$ cat config.mk
export PLATFORM = sky130hd
export DESIGN_NAME = dic_top
export DESIGN_NICKNAME = d
export VERILOG_FILES = /design/src/rtl/dic_pkg.sv /design/src/rtl/dic_top.sv /design/src/rtl/dic_fifo.sv
export VERILOG_INCLUDE_DIRS = /design/src /design/src/rtl
export SDC_FILE = /design/constraint.sdc
export NUM_CORES = 1
export LEC_CHECK = 0
export BUFFER_PORTS_ARGS = -buffer_cell sky130_fd_sc_hd__buf_2
export CAP_MARGIN = 20
export CORE_MARGIN = 4
export CORE_UTILIZATION = 40
export DETAILED_ROUTE_END_ITERATION = 10
export PLACE_DENSITY = 0.59
export SLEW_MARGIN = 0
export SYNTH_ARGS = -nofsm -noshare
export SYNTH_HDL_FRONTEND = slang
export SYNTH_SLANG_ARGS = --single-unit
$ cat constraint.sdc
create_clock -name ref_clk -period 9.4 [get_ports ref_clk]
set_clock_uncertainty 0.2 [all_clocks]
set_input_delay 1.88 -clock ref_clk [delete_from_list [all_inputs] [get_ports ref_clk]]
set_output_delay 1.88 -clock ref_clk [all_outputs]
set_load 0.05 [all_outputs]
$ cat src/rtl/dic_regs.svh
`ifndef DIC_REGS_SVH
`define DIC_REGS_SVH

// ----------------------------------------------------------------
// register map
// ----------------------------------------------------------------
`define DIC_REG_CTRL    8'h00
`define DIC_REG_STATUS  8'h04
`define DIC_REG_RXDATA  8'h08
`define DIC_CTRL_RXEN   0
`define DIC_CTRL_CLR    1
`define DIC_CTRL_RST    1'h1

// ----------------------------------------------------------------
// timing
// ----------------------------------------------------------------
`define DIC_CLK_MHZ     100
`define DIC_ELEM_US     400
`define DIC_MS_US       1000
`define DIC_LEARN_MS    8000
`define DIC_MOM_MS      300
`define DIC_FLASH_MS    250
`define DIC_EEWAIT_MS   15
`define DIC_EE_HALF     50

// ----------------------------------------------------------------
// stream and storage
// ----------------------------------------------------------------
`define DIC_SYNC_LEN    4
`define DIC_RUNIN_MIN   4
`define DIC_PKT_BITS    67
`define DIC_REC_MAX     50
`define DIC_REC_WORDS   10
`define DIC_FIFO_DEPTH  8

// ----------------------------------------------------------------
// serial memory commands, left justified in 29 bits
// ----------------------------------------------------------------
`define DIC_CMD_EWEN    29'h13000000
`define DIC_CMD_ERAL    29'h12000000
`define DIC_CMD_WRITE   3'h5
`define DIC_LEN_SHORT   5'h0c
`define DIC_LEN_WRITE   5'h1c

`endif

$ cat src/rtl/dic_pkg.sv
`default_nettype none
package dic_pkg;

  typedef struct packed {
    logic        err;
    logic        last;
    logic [15:0] word;
  } dic_word_t;

  typedef enum logic [1:0] {RX_HUNT, RX_FIRST, RX_SECOND} dic_rx_t;

  typedef enum logic [2:0] {
    EE_IDLE, EE_EWEN, EE_OPLD, EE_OP, EE_WAIT
  } dic_ee_t;

endpackage
`default_nettype wire

$ cat src/rtl/dic_top.sv
// The plain strobed port and the register addresses were chosen for this implementation.
`include "dic_regs.svh"
`default_nettype none
module dic_top
  import dic_pkg::*;
#(
  parameter int ELEM_CYC = `DIC_ELEM_US * `DIC_CLK_MHZ,
  parameter int MS_CYC   = `DIC_MS_US * `DIC_CLK_MHZ
) (
  // clock and reset
  input  wire logic        ref_clk,
  input  wire logic        rstn,
  // receiver inputs and links
  input  wire logic        rfData,
  input  wire logic        irData,
  input  wire logic        inputSourceLink,
  input  wire logic        outputModeLink,
  input  wire logic        learnBtn,
  // parallel outputs and indicator
  output logic [3:0]       dataOut,
  output logic             learnLed,
  // serial memory pins
  output logic             eeCs,
  output logic             eeClkOut,
  output logic             eeClkOe,
  input  wire logic        eeClkIn,
  output logic             eeDi,
  // register port
  input  wire logic [7:0]  regAddr,
  input  wire logic [31:0] regWdata,
  input  wire logic        regWr,
  input  wire logic        regRd,
  output logic [31:0]      regRdata
);
  localparam int ELEM_HALF = ELEM_CYC / 2;

  // ----------------------------------------------------------------
  // register port decode
  // ----------------------------------------------------------------
  logic        rxEn_r;
  logic        pktErr_r;
  logic        ovf_r;
  logic [31:0] regRdata_r;
  wire selCtrl   = (regAddr == `DIC_REG_CTRL);
  wire selStatus = (regAddr == `DIC_REG_STATUS);
  wire selRxData = (regAddr == `DIC_REG_RXDATA);
  wire clrSticky = regWr && selCtrl && regWdata[`DIC_CTRL_CLR];

  // ----------------------------------------------------------------
  // input selection and mark
  // ----------------------------------------------------------------
  logic markPos_r;
  logic eeCs_r;
  wire  rawBit = inputSourceLink ? irData : rfData;

  // mark pin is read only while the memory is deselected
  always_ff @(posedge ref_clk or negedge rstn) begin
    if (!rstn) begin
      markPos_r <= 1'b0;
    end else if (!eeCs_r) begin
      markPos_r <= eeClkIn;
    end
  end

  // ----------------------------------------------------------------
  // element sampler
  // ----------------------------------------------------------------
  logic [31:0] elemCnt_r;
  logic        prevRaw_r;
  wire         rawEdge  = rawBit ^ prevRaw_r;
  wire         elemTick = (elemCnt_r == 32'(ELEM_HALF));
  wire         elem     = rawBit ^ markPos_r;

  always_ff @(posedge ref_clk or negedge rstn) begin
    if (!rstn) begin
      elemCnt_r <= '0;
      prevRaw_r <= 1'b0;
    end else begin
      prevRaw_r <= rawBit;
      if (rawEdge || elemCnt_r == 32'(ELEM_CYC - 1)) begin
        elemCnt_r <= '0;
      end else begin
        elemCnt_r <= elemCnt_r + 32'h1;
      end
    end
  end

  // ----------------------------------------------------------------
  // run-in, sync and Manchester decoder
  // ----------------------------------------------------------------
  dic_rx_t     rx_r;
  logic        prevElem_r;
  logic        firstHalf_r;
  logic [2:0]  altCnt_r;
  logic [2:0]  syncCnt_r;
  logic [6:0]  bitCnt_r;
  logic [15:0] shift_r;
  logic [3:0]  btn_r;
  logic        pktDone_r;
  logic        push_r;
  dic_word_t   pushWord_r;
  logic        fifoInReady;
  logic        fifoOutValid;
  dic_word_t   fifoOutData;

  wire violation = (firstHalf_r == elem);
  wire [15:0] nextShift = {shift_r[14:0], firstHalf_r};
  wire [6:0]  nextBit = bitCnt_r + 7'h1;
  wire pktEnd  = (nextBit == 7'(`DIC_PKT_BITS));
  wire wordEnd = (nextBit[3:0] == 4'h0) || pktEnd;
  wire runInOk = (altCnt_r == 3'(`DIC_RUNIN_MIN));
  wire syncHit = runInOk && !elem
                 && (syncCnt_r == 3'(`DIC_SYNC_LEN - 1));

  always_ff @(posedge ref_clk or negedge rstn) begin
    if (!rstn) begin
      rx_r        <= RX_HUNT;
      prevElem_r  <= 1'b0;
      firstHalf_r <= 1'b0;
      altCnt_r    <= '0;
      syncCnt_r   <= '0;
      bitCnt_r    <= '0;
      shift_r     <= '0;
      btn_r       <= '0;
      pktDone_r   <= 1'b0;
      push_r      <= 1'b0;
      pushWord_r  <= '0;
      pktErr_r    <= 1'b0;
      ovf_r       <= 1'b0;
    end else begin
      pktDone_r <= 1'b0;
      if (push_r && fifoInReady) begin
        push_r <= 1'b0;
      end
      if (clrSticky) begin
        pktErr_r <= 1'b0;
        ovf_r    <= 1'b0;
      end
      if (elemTick && rxEn_r) begin
        prevElem_r <= elem;
        case (rx_r)
          RX_HUNT: begin
            // alternating run-in, then sync elements
            if (elem && prevElem_r) begin
              altCnt_r <= '0;
            end else if (elem != prevElem_r && !runInOk) begin
              altCnt_r <= altCnt_r + 3'h1;
            end
            syncCnt_r <= elem ? '0 : syncCnt_r + 3'h1;
            if (syncHit) begin
              rx_r     <= RX_FIRST;
              bitCnt_r <= '0;
              altCnt_r <= '0;
            end
          end
          RX_FIRST: begin
            firstHalf_r <= elem;
            rx_r        <= RX_SECOND;
          end
          RX_SECOND: begin
            if (violation) begin
              rx_r     <= RX_HUNT;
              pktErr_r <= 1'b1;
              if (!push_r) begin
                push_r     <= 1'b1;
                pushWord_r <= '{err: 1'b1, last: 1'b1, word: shift_r};
              end
            end else if (wordEnd && push_r && !fifoInReady) begin
              rx_r  <= RX_HUNT;
              ovf_r <= 1'b1;
            end else begin
              shift_r  <= nextShift;
              bitCnt_r <= nextBit;
              rx_r     <= pktEnd ? RX_HUNT : RX_FIRST;
              if (nextBit == 7'h4) begin
                btn_r <= nextShift[3:0];
              end
              if (wordEnd) begin
                push_r     <= 1'b1;
                pushWord_r <= '{err: 1'b0, last: pktEnd,
                                word: nextShift};
              end
              pktDone_r <= pktEnd;
            end
          end
          default: rx_r <= RX_HUNT;
        endcase
      end
    end
  end

  // ----------------------------------------------------------------
  // packet word buffer, drained by register reads
  // ----------------------------------------------------------------
  wire rxPop = regRd && selRxData && fifoOutValid;

  dic_fifo #(
    .W ($bits(dic_word_t)),
    .D (`DIC_FIFO_DEPTH)
  ) u_fifo (
    .ref_clk  (ref_clk),
    .rstn     (rstn),
    .inValid  (push_r),
    .inReady  (fifoInReady),
    .inData   (pushWord_r),
    .outValid (fifoOutValid),
    .outReady (rxPop),
    .outData  (fifoOutData)
  );

  // ----------------------------------------------------------------
  // millisecond timebase, outputs, learn and erase
  // ----------------------------------------------------------------
  logic [31:0] msCnt_r;
  logic [12:0] holdMs_r;
  logic [12:0] momMs_r;
  logic [7:0]  flashMs_r;
  logic [3:0]  dataOut_r;
  logic        learnLed_r;
  logic        learnArm_r;
  logic        eraseReq_r;
  logic        writeReq_r;
  logic        erasing_r;
  logic [5:0]  slot_r;
  logic [5:0]  recCount_r;
  logic        eeBusy;
  wire msTick  = (msCnt_r == 32'(MS_CYC - 1));
  wire heldLong = (holdMs_r == 13'(`DIC_LEARN_MS));

  always_ff @(posedge ref_clk or negedge rstn) begin
    if (!rstn) begin
      msCnt_r <= '0;
    end else begin
      msCnt_r <= msTick ? '0 : msCnt_r + 32'h1;
    end
  end

  always_ff @(posedge ref_clk or negedge rstn) begin
    if (!rstn) begin
      dataOut_r <= '0;
      momMs_r   <= '0;
    end else if (pktDone_r) begin
      dataOut_r <= btn_r;
      momMs_r   <= 13'(`DIC_MOM_MS);
    end else if (msTick && momMs_r != '0) begin
      momMs_r <= momMs_r - 13'h1;
      if (outputModeLink && momMs_r == 13'h1) begin
        dataOut_r <= '0;
      end
    end
  end

  always_ff @(posedge ref_clk or negedge rstn) begin
    if (!rstn) begin
      holdMs_r   <= '0;
      learnArm_r <= 1'b0;
      eraseReq_r <= 1'b0;
      writeReq_r <= 1'b0;
      slot_r     <= '0;
      recCount_r <= '0;
    end else begin
      eraseReq_r <= 1'b0;
      writeReq_r <= 1'b0;
      if (learnBtn) begin
        if (msTick && !heldLong) begin
          holdMs_r <= holdMs_r + 13'h1;
        end
      end else if (holdMs_r != '0) begin
        holdMs_r <= '0;
        if (heldLong) begin
          eraseReq_r <= 1'b1;
          learnArm_r <= 1'b0;
          slot_r     <= '0;
          recCount_r <= '0;
        end else begin
          learnArm_r <= 1'b1;
        end
      end
      if (learnArm_r && pktDone_r && !eeBusy) begin
        learnArm_r <= 1'b0;
        writeReq_r <= 1'b1;
        slot_r     <= (slot_r == 6'(`DIC_REC_MAX - 1)) ?
                      '0 : slot_r + 6'h1;
        if (recCount_r != 6'(`DIC_REC_MAX)) begin
          recCount_r <= recCount_r + 6'h1;
        end
      end
    end
  end

  // indicator: on while held or armed, flashing while erasing
  always_ff @(posedge ref_clk or negedge rstn) begin
    if (!rstn) begin
      flashMs_r  <= '0;
      learnLed_r <= 1'b0;
    end else begin
      if (msTick) begin
        flashMs_r <= (flashMs_r == 8'(`DIC_FLASH_MS - 1)) ?
                     '0 : flashMs_r + 8'h1;
        if (erasing_r && flashMs_r == 8'(`DIC_FLASH_MS - 1)) begin
          learnLed_r <= !learnLed_r;
        end
      end
      if (!erasing_r) begin
        learnLed_r <= learnBtn || learnArm_r;
      end
    end
  end

  // ----------------------------------------------------------------
  // serial memory engine
  // ----------------------------------------------------------------
  dic_ee_t     ee_r;
  logic [28:0] eeSr_r;
  logic [28:0] eeOp_r;
  logic [4:0]  eeBits_r;
  logic [4:0]  eeOpLen_r;
  logic [5:0]  eeDiv_r;
  logic [4:0]  eeWait_r;
  logic        eeClk_r;
  logic        eeDi_r;
  wire eeTick = (eeDiv_r == 6'(`DIC_EE_HALF - 1));
  wire [8:0] recAddr = 9'(slot_r * `DIC_REC_WORDS);
  assign eeBusy = (ee_r != EE_IDLE);

  always_ff @(posedge ref_clk or negedge rstn) begin
    if (!rstn) begin
      ee_r      <= EE_IDLE;
      eeSr_r    <= '0;
      eeOp_r    <= '0;
      eeBits_r  <= '0;
      eeOpLen_r <= '0;
      eeDiv_r   <= '0;
      eeWait_r  <= '0;
      eeClk_r   <= 1'b0;
      eeDi_r    <= 1'b0;
      eeCs_r    <= 1'b0;
      erasing_r <= 1'b0;
    end else begin
      eeDiv_r <= eeTick ? '0 : eeDiv_r + 6'h1;
      case (ee_r)
        EE_IDLE: begin
          if (eraseReq_r || writeReq_r) begin
            ee_r      <= EE_EWEN;
            eeSr_r    <= `DIC_CMD_EWEN;
            eeBits_r  <= `DIC_LEN_SHORT;
            eeDi_r    <= 1'b1;
            eeCs_r    <= 1'b1;
            erasing_r <= eraseReq_r;
            eeOpLen_r <= eraseReq_r ? `DIC_LEN_SHORT : `DIC_LEN_WRITE;
            eeOp_r    <= eraseReq_r ? `DIC_CMD_ERAL :
                         {`DIC_CMD_WRITE, recAddr, shift_r, 1'b0};
          end
        end
        EE_EWEN, EE_OP: begin
          if (eeTick) begin
            eeClk_r <= !eeClk_r;
            if (eeClk_r) begin
              eeSr_r   <= {eeSr_r[27:0], 1'b0};
              eeDi_r   <= eeSr_r[27];
              eeBits_r <= eeBits_r - 5'h1;
              if (eeBits_r == 5'h1) begin
                eeCs_r   <= 1'b0;
                eeDi_r   <= 1'b0;
                ee_r     <= (ee_r == EE_EWEN) ? EE_OPLD : EE_WAIT;
                eeWait_r <= 5'(`DIC_EEWAIT_MS);
              end
            end
          end
        end
        EE_OPLD: begin
          if (eeTick) begin
            ee_r     <= EE_OP;
            eeSr_r   <= eeOp_r;
            eeBits_r <= eeOpLen_r;
            eeDi_r   <= 1'b1;
            eeCs_r   <= 1'b1;
          end
        end
        EE_WAIT: begin
          if (msTick) begin
            eeWait_r <= eeWait_r - 5'h1;
            if (eeWait_r == 5'h1) begin
              ee_r      <= EE_IDLE;
              erasing_r <= 1'b0;
            end
          end
        end
        default: ee_r <= EE_IDLE;
      endcase
    end
  end

  // ----------------------------------------------------------------
  // register file
  // ----------------------------------------------------------------
  wire [31:0] statusWord = {16'h0, 2'h0, recCount_r, ovf_r, pktErr_r,
                            fifoOutValid, eeBusy, erasing_r, learnArm_r,
                            outputModeLink, markPos_r};
  wire [31:0] rxWord = {fifoOutValid, 13'h0, fifoOutData};
  wire [31:0] rdMux = selCtrl   ? {31'h0, rxEn_r} :
                      selStatus ? statusWord :
                      selRxData ? rxWord : 32'h0;

  always_ff @(posedge ref_clk or negedge rstn) begin
    if (!rstn) begin
      rxEn_r     <= `DIC_CTRL_RST;
      regRdata_r <= '0;
    end else begin
      if (regWr && selCtrl) begin
        rxEn_r <= regWdata[`DIC_CTRL_RXEN];
      end
      regRdata_r <= regRd ? rdMux : 32'h0;
    end
  end

  assign regRdata = regRdata_r;
  assign dataOut  = dataOut_r;
  assign learnLed = learnLed_r;
  assign eeCs     = eeCs_r;
  assign eeClkOut = eeClk_r;
  assign eeClkOe  = eeCs_r;
  assign eeDi     = eeDi_r;
endmodule // dic_top
`default_nettype wire

$ cat src/rtl/dic_fifo.sv
`default_nettype none
module dic_fifo #(
  parameter int W = 18,
  parameter int D = 8
) (
  // clock and reset
  input  wire logic         ref_clk,
  input  wire logic         rstn,
  // filling side
  input  wire logic         inValid,
  output logic              inReady,
  input  wire logic [W-1:0] inData,
  // draining side
  output logic              outValid,
  input  wire logic         outReady,
  output logic [W-1:0]      outData
);
  localparam int AW = $clog2(D);

  logic [W-1:0] mem [D];
  logic [AW-1:0] wrPtr_r;
  logic [AW-1:0] rdPtr_r;
  logic [AW:0]   cnt_r;
  logic          outValid_r;
  logic [W-1:0]  outData_r;

  wire push = inValid && inReady;
  wire load = (cnt_r != '0) && (!outValid_r || outReady);

  assign inReady  = (cnt_r != (AW+1)'(D));
  assign outValid = outValid_r;
  assign outData  = outData_r;

  always_ff @(posedge ref_clk) begin
    if (push) begin
      mem[wrPtr_r] <= inData;
    end
  end

  always_ff @(posedge ref_clk or negedge rstn) begin
    if (!rstn) begin
      wrPtr_r    <= '0;
      rdPtr_r    <= '0;
      cnt_r      <= '0;
      outValid_r <= 1'b0;
      outData_r  <= '0;
    end else begin
      if (push) begin
        wrPtr_r <= (wrPtr_r == AW'(D-1)) ? '0 : wrPtr_r + 1'b1;
      end
      if (load) begin
        outData_r  <= mem[rdPtr_r];
        outValid_r <= 1'b1;
        rdPtr_r    <= (rdPtr_r == AW'(D-1)) ? '0 : rdPtr_r + 1'b1;
      end else if (outReady) begin
        outValid_r <= 1'b0;
      end
      cnt_r <= cnt_r + (AW+1)'(push) - (AW+1)'(load);
    end
  end
endmodule // dic_fifo
`default_nettype wire

==> insert_results.sql <==
INSERT INTO impl_metrics (metric_group, metric, value, unit) VALUES
('status', 'run_status', 'finished clean', ''),
('clock_tree', 'tritoncts', 'built', ''),
('setup_path', 'critPathKind', 'in -> reg', ''),
('finish', 'final_core_utilization', '45.7', '%'),
('sta', 'fmax', '219', 'MHz'),
('route', 'postRouteWirelength', '40.8', 'mm'),
('setup_path', 'critPathLaunchType', 'primary input', ''),
('synthesis', 'yosysWarningCount', '0', ''),
('hold_path', 'hp_start', 'eeSr_r[1]', ''),
('synthesis', 'syn_avg_cell_area', '12.4', 'um^2'),
('clock_tree', 'cts_root_buf', 'sky130_fd_sc_hd__clkbuf_16', ''),
('die', 'coreArea', '50100', 'um^2'),
('setup_path', 'cp.arrival', '4.85', 'ns'),
('die', 'std_cell_rows', '82', ''),
('sta', 'fin_setup_tns', '0', 'ns'),
('clock_tree', 'cts_max_path_buffers', '3', ''),
('global_routing', 'global_route.overflow_total', '0', ''),
('sta', 'report.final.hold_viol_count', '0', ''),
('route', 'routed_via_density', '5.23', ''),
('route', 'met3_length', '1.72', 'mm'),
('synthesis', 'synth_ff_type', 'sky130_fd_sc_hd__dfrtp_1', ''),
('route', 'm1WireLength', '19.0', 'mm'),
('sta', 'finalMaxSlewViolations', '0', ''),
('finish', 'nets', '1781', ''),
('synthesis', 'synthArstFlopShare', '67.9', '%'),
('pwr', 'leakagePower', '9.25', 'nW'),
('sta', 'slew-limit-headroom', '26.3', '%'),
('synthesis', 'synth_edf_count', '144', ''),
('die', 'design.die.area', '54300', 'um^2'),
('die', 'die_x', '233', 'um'),
('finish', 'drive_gt1_share', '17.5', '%'),
('route', 'first_iter_violations', '765', ''),
('global_routing', 'antenna_found_initial', '2', ''),
('clock_tree', 'clkLatencyLatePin', '0.59', 'ns'),
('place', 'globalplace.congestion', '0.814', ''),
('synthesis', 'synth.lib_cells_used.distinct', '84', ''),
('finish', 'most_common_library_cell_in_the_layout_ignoring_fill_and_taps', 'sky130_fd_sc_hd__dfrtp_1', ''),
('synthesis', 'syn_area', '20200', 'um^2'),
('synthesis', 'post_synthesis_cell_count', '1630', ''),
('pwr', 'p_per_area', '180', 'nW/um^2'),
('global_routing', 'grt_util_all_layers', '15.3', '%'),
('sta', 'final.period_utilization', '48.7', '%'),
('global_routing', 'via_count_of_the_first_global_routing_pass', '12600', ''),
('route', 'drt-pass1-iter-count', '5', ''),
('route', 'via_count', '12500', ''),
('route', 'wire_per_inst', '17.0', 'um'),
('clock_tree', 'clk_pin_slew_worst_paths', '0.06', 'ns'),
('clock_tree', 'cts_resized', '0', ''),
('finish', 'signed_area_change_from_the_synthesized_netlist_to_the_final_layout', '12.9', '%'),
('clock_tree', 'cts_made_buffers', '49', ''),
('synthesis', 'yosys_register_bits', '448', ''),
('synthesis', 'ys_seq_area_share', '58.9', '%'),
('clock_tree', 'htreeDepth', '2', ''),
('place', 'dpl.hpwl', '26.0', 'mm'),
('clock_tree', 'clock_sink_count', '448', ''),
('setup_path', 'cp-startpoint', 'inputSourceLink', ''),
('finish', 'diodes_inserted', '0', ''),
('sta', 'timing_worst_slew_pin_value', '1.11', 'ns'),
('route', 'remaining_antenna_violation_count', '0', ''),
('setup_path', 'critPathCaptureType', 'flip-flop', ''),
('route', 'routed-wl-met2', '19.4', 'mm'),
('route', 'dr.max_layer_used', 'met4', ''),
('setup_path', 'source_of_the_worst_register_to_register_timing_path', 'markPos_r', ''),
('finish', 'mostFrequentLayoutCells', '302 x sky130_fd_sc_hd__dfrtp_1, 183 x sky130_fd_sc_hd__nor2_1, 144 x sky130_fd_sc_hd__edfxtp_1, 120 x sky130_fd_sc_hd__nand2_1, 75 x sky130_fd_sc_hd__mux2_2', ''),
('setup_path', 'critical_path_required', '9.67', 'ns'),
('die', 'io-pin-count', '91', ''),
('global_routing', 'grt_start_max_net_pins', '181', ''),
('place', 'buffer_ports.inserted', '47', ''),
('sta', 'grt_setup_unrepaired', 'false', ''),
('pwr', 'maximum_vdd_drop', '0.121', 'mV'),
('sta', 'number_of_failing_setup_endpoints_in_the_final_timing_report', '0', ''),
('hold_path', 'worst_hold_path_type', 'reg -> reg', ''),
('setup_path', 'timing.critical_path.fanout_max', '23', ''),
('global_routing', 'grt_pass1_wl', '66.9', 'mm'),
('clock_tree', 'cts_hold_buf', '0', ''),
('flow_run', 'max_cap_violations', '0', ''),
('clock_tree', 'postCtsSetupRepairBufs', '0', ''),
('sta', 'final_period_minus_worst_setup_slack', '4.58', 'ns'),
('die', 'die_height', '233', 'um'),
('die', 'start_util', '40.4', '%'),
('finish', 'filler_cell_count', '4628', ''),
('route', 'drc_errors', '0', '');
flip-flops by register name (all words and copies together) (netlist names), 18 cells and up:
| register | flops |
|---|---|
| u_fifo.outData | 18 |
| pushWord_r | 18 |
| eeOp_r | 25 |
| u_fifo.mem | 144 |
| elemCnt_r | 32 |
| msCnt_r | 32 |
| regRdata | 19 |
| eeSr_r | 27 |
synthesized netlist by cell type, types with 26 or more instances:
| cell type | number | area share (%) |
|---|---|---|
| sky130_fd_sc_hd__dfrtp_1 | 303 | 37 |
| sky130_fd_sc_hd__nor2_1 | 183 | 3.4 |
| sky130_fd_sc_hd__edfxtp_1 | 144 | 21 |
| sky130_fd_sc_hd__nand2_1 | 120 | 2.2 |
| sky130_fd_sc_hd__mux2_2 | 75 | 4.2 |
| sky130_fd_sc_hd__o21ai_0 | 74 | 1.8 |
| sky130_fd_sc_hd__nand3_1 | 60 | 1.5 |
| sky130_fd_sc_hd__xor2_1 | 60 | 2.6 |
| sky130_fd_sc_hd__inv_1 | 54 | 1.0 |
| sky130_fd_sc_hd__ha_1 | 45 | 2.8 |
| sky130_fd_sc_hd__clkbuf_1 | 43 | 0.80 |
| sky130_fd_sc_hd__xnor2_1 | 38 | 1.6 |
| sky130_fd_sc_hd__mux4_2 | 36 | 4.0 |
| sky130_fd_sc_hd__nand2b_1 | 33 | 1.0 |
| sky130_fd_sc_hd__nand4_1 | 30 | 0.93 |
| sky130_fd_sc_hd__nor3_1 | 27 | 0.67 |
| sky130_fd_sc_hd__and3_1 | 26 | 0.80 |
path summary, 6_finish.rpt:
check	slack [ns]	endpoint	cells after the start
setup / recovery	4.82	shift_r[5]	6
hold reg to reg	0.27	eeSr_r[1]	2
setup reg to reg	5.85	shift_r[5]	4
min in group asynchronous	1.18	u_fifo.outData[1]	1
max in group asynchronous	6.17	bitCnt_r[3]	2
hold / removal	0.27	eeSr_r[1]	2
kinds of logic after synthesis:
logic type	Yosys count	synth area share, %
compound gates	198	6.48
simple gates	562	14.1
other cells	1	0.0185
flops	448	58.9
buf+inv	134	3.03
xor+xnor	99	4.36
fa+ha+maj	48	3.03
mux	140	10.0
worst max-delay path, stage by stage:
cell	delay [ns]
sky130_fd_sc_hd__buf_2	0.09
sky130_fd_sc_hd__mux2i_2	0.41
sky130_fd_sc_hd__xor3_1	0.69
sky130_fd_sc_hd__a31oi_4	0.47
sky130_fd_sc_hd__and3_1	0.88
sky130_fd_sc_hd__mux2_2	0.41
power by group:
part           switching [mW]  total, mW  internal, mW  leakage (nW)
clock                   0.782       1.91          1.12         0.792
combinational           0.107      0.163        0.0565          3.43
sequential             0.0193       2.05          2.03          5.03
total                   0.908       4.12          3.21          9.25
final cells by class:
cell class | instances | area [um^2] | area share, %
clock inverters | 23 | 255 | 1.12
flip-flops and latches | 448 | 11900 | 52.2
inverters | 54 | 203 | 0.886
multi-input cells | 1060 | 7780 | 34.0
repair buffers | 71 | 494 | 2.16
clock buffers | 68 | 1360 | 5.94
well taps | 672 | 841 | 3.68
through the flow:
| step | setup WS [ns] | instances | area (um^2) | total power, mW | hold slack (ns) |
|---|---|---|---|---|---|
| after detailed placement | 4.19 | 2302 | 21200 | 2.25 | 0.258 |
| after floorplan | 4.85 | 1642 | 20300 | 2.19 | 0.235 |
| after CTS | 4.83 | 2393 | 22800 | 4.17 | 0.271 |
| final | 4.82 | 2396 | 22900 | 4.12 | 0.267 |
| after global routing | 4.68 | 2396 | 22900 | 4.28 | 0.291 |
| after global placement | 4.21 | 2301 | 21200 | 2.25 | 0.255 |
layer usage:
metal,global-route usage (%),vias to the layer above
met5,0,-
met4,3.66,0
met3,2.75,45
met2,24.7,219
met1,21.6,6293
li1,-,5965
No activity file was read; power rests on OpenSTA's default activity.
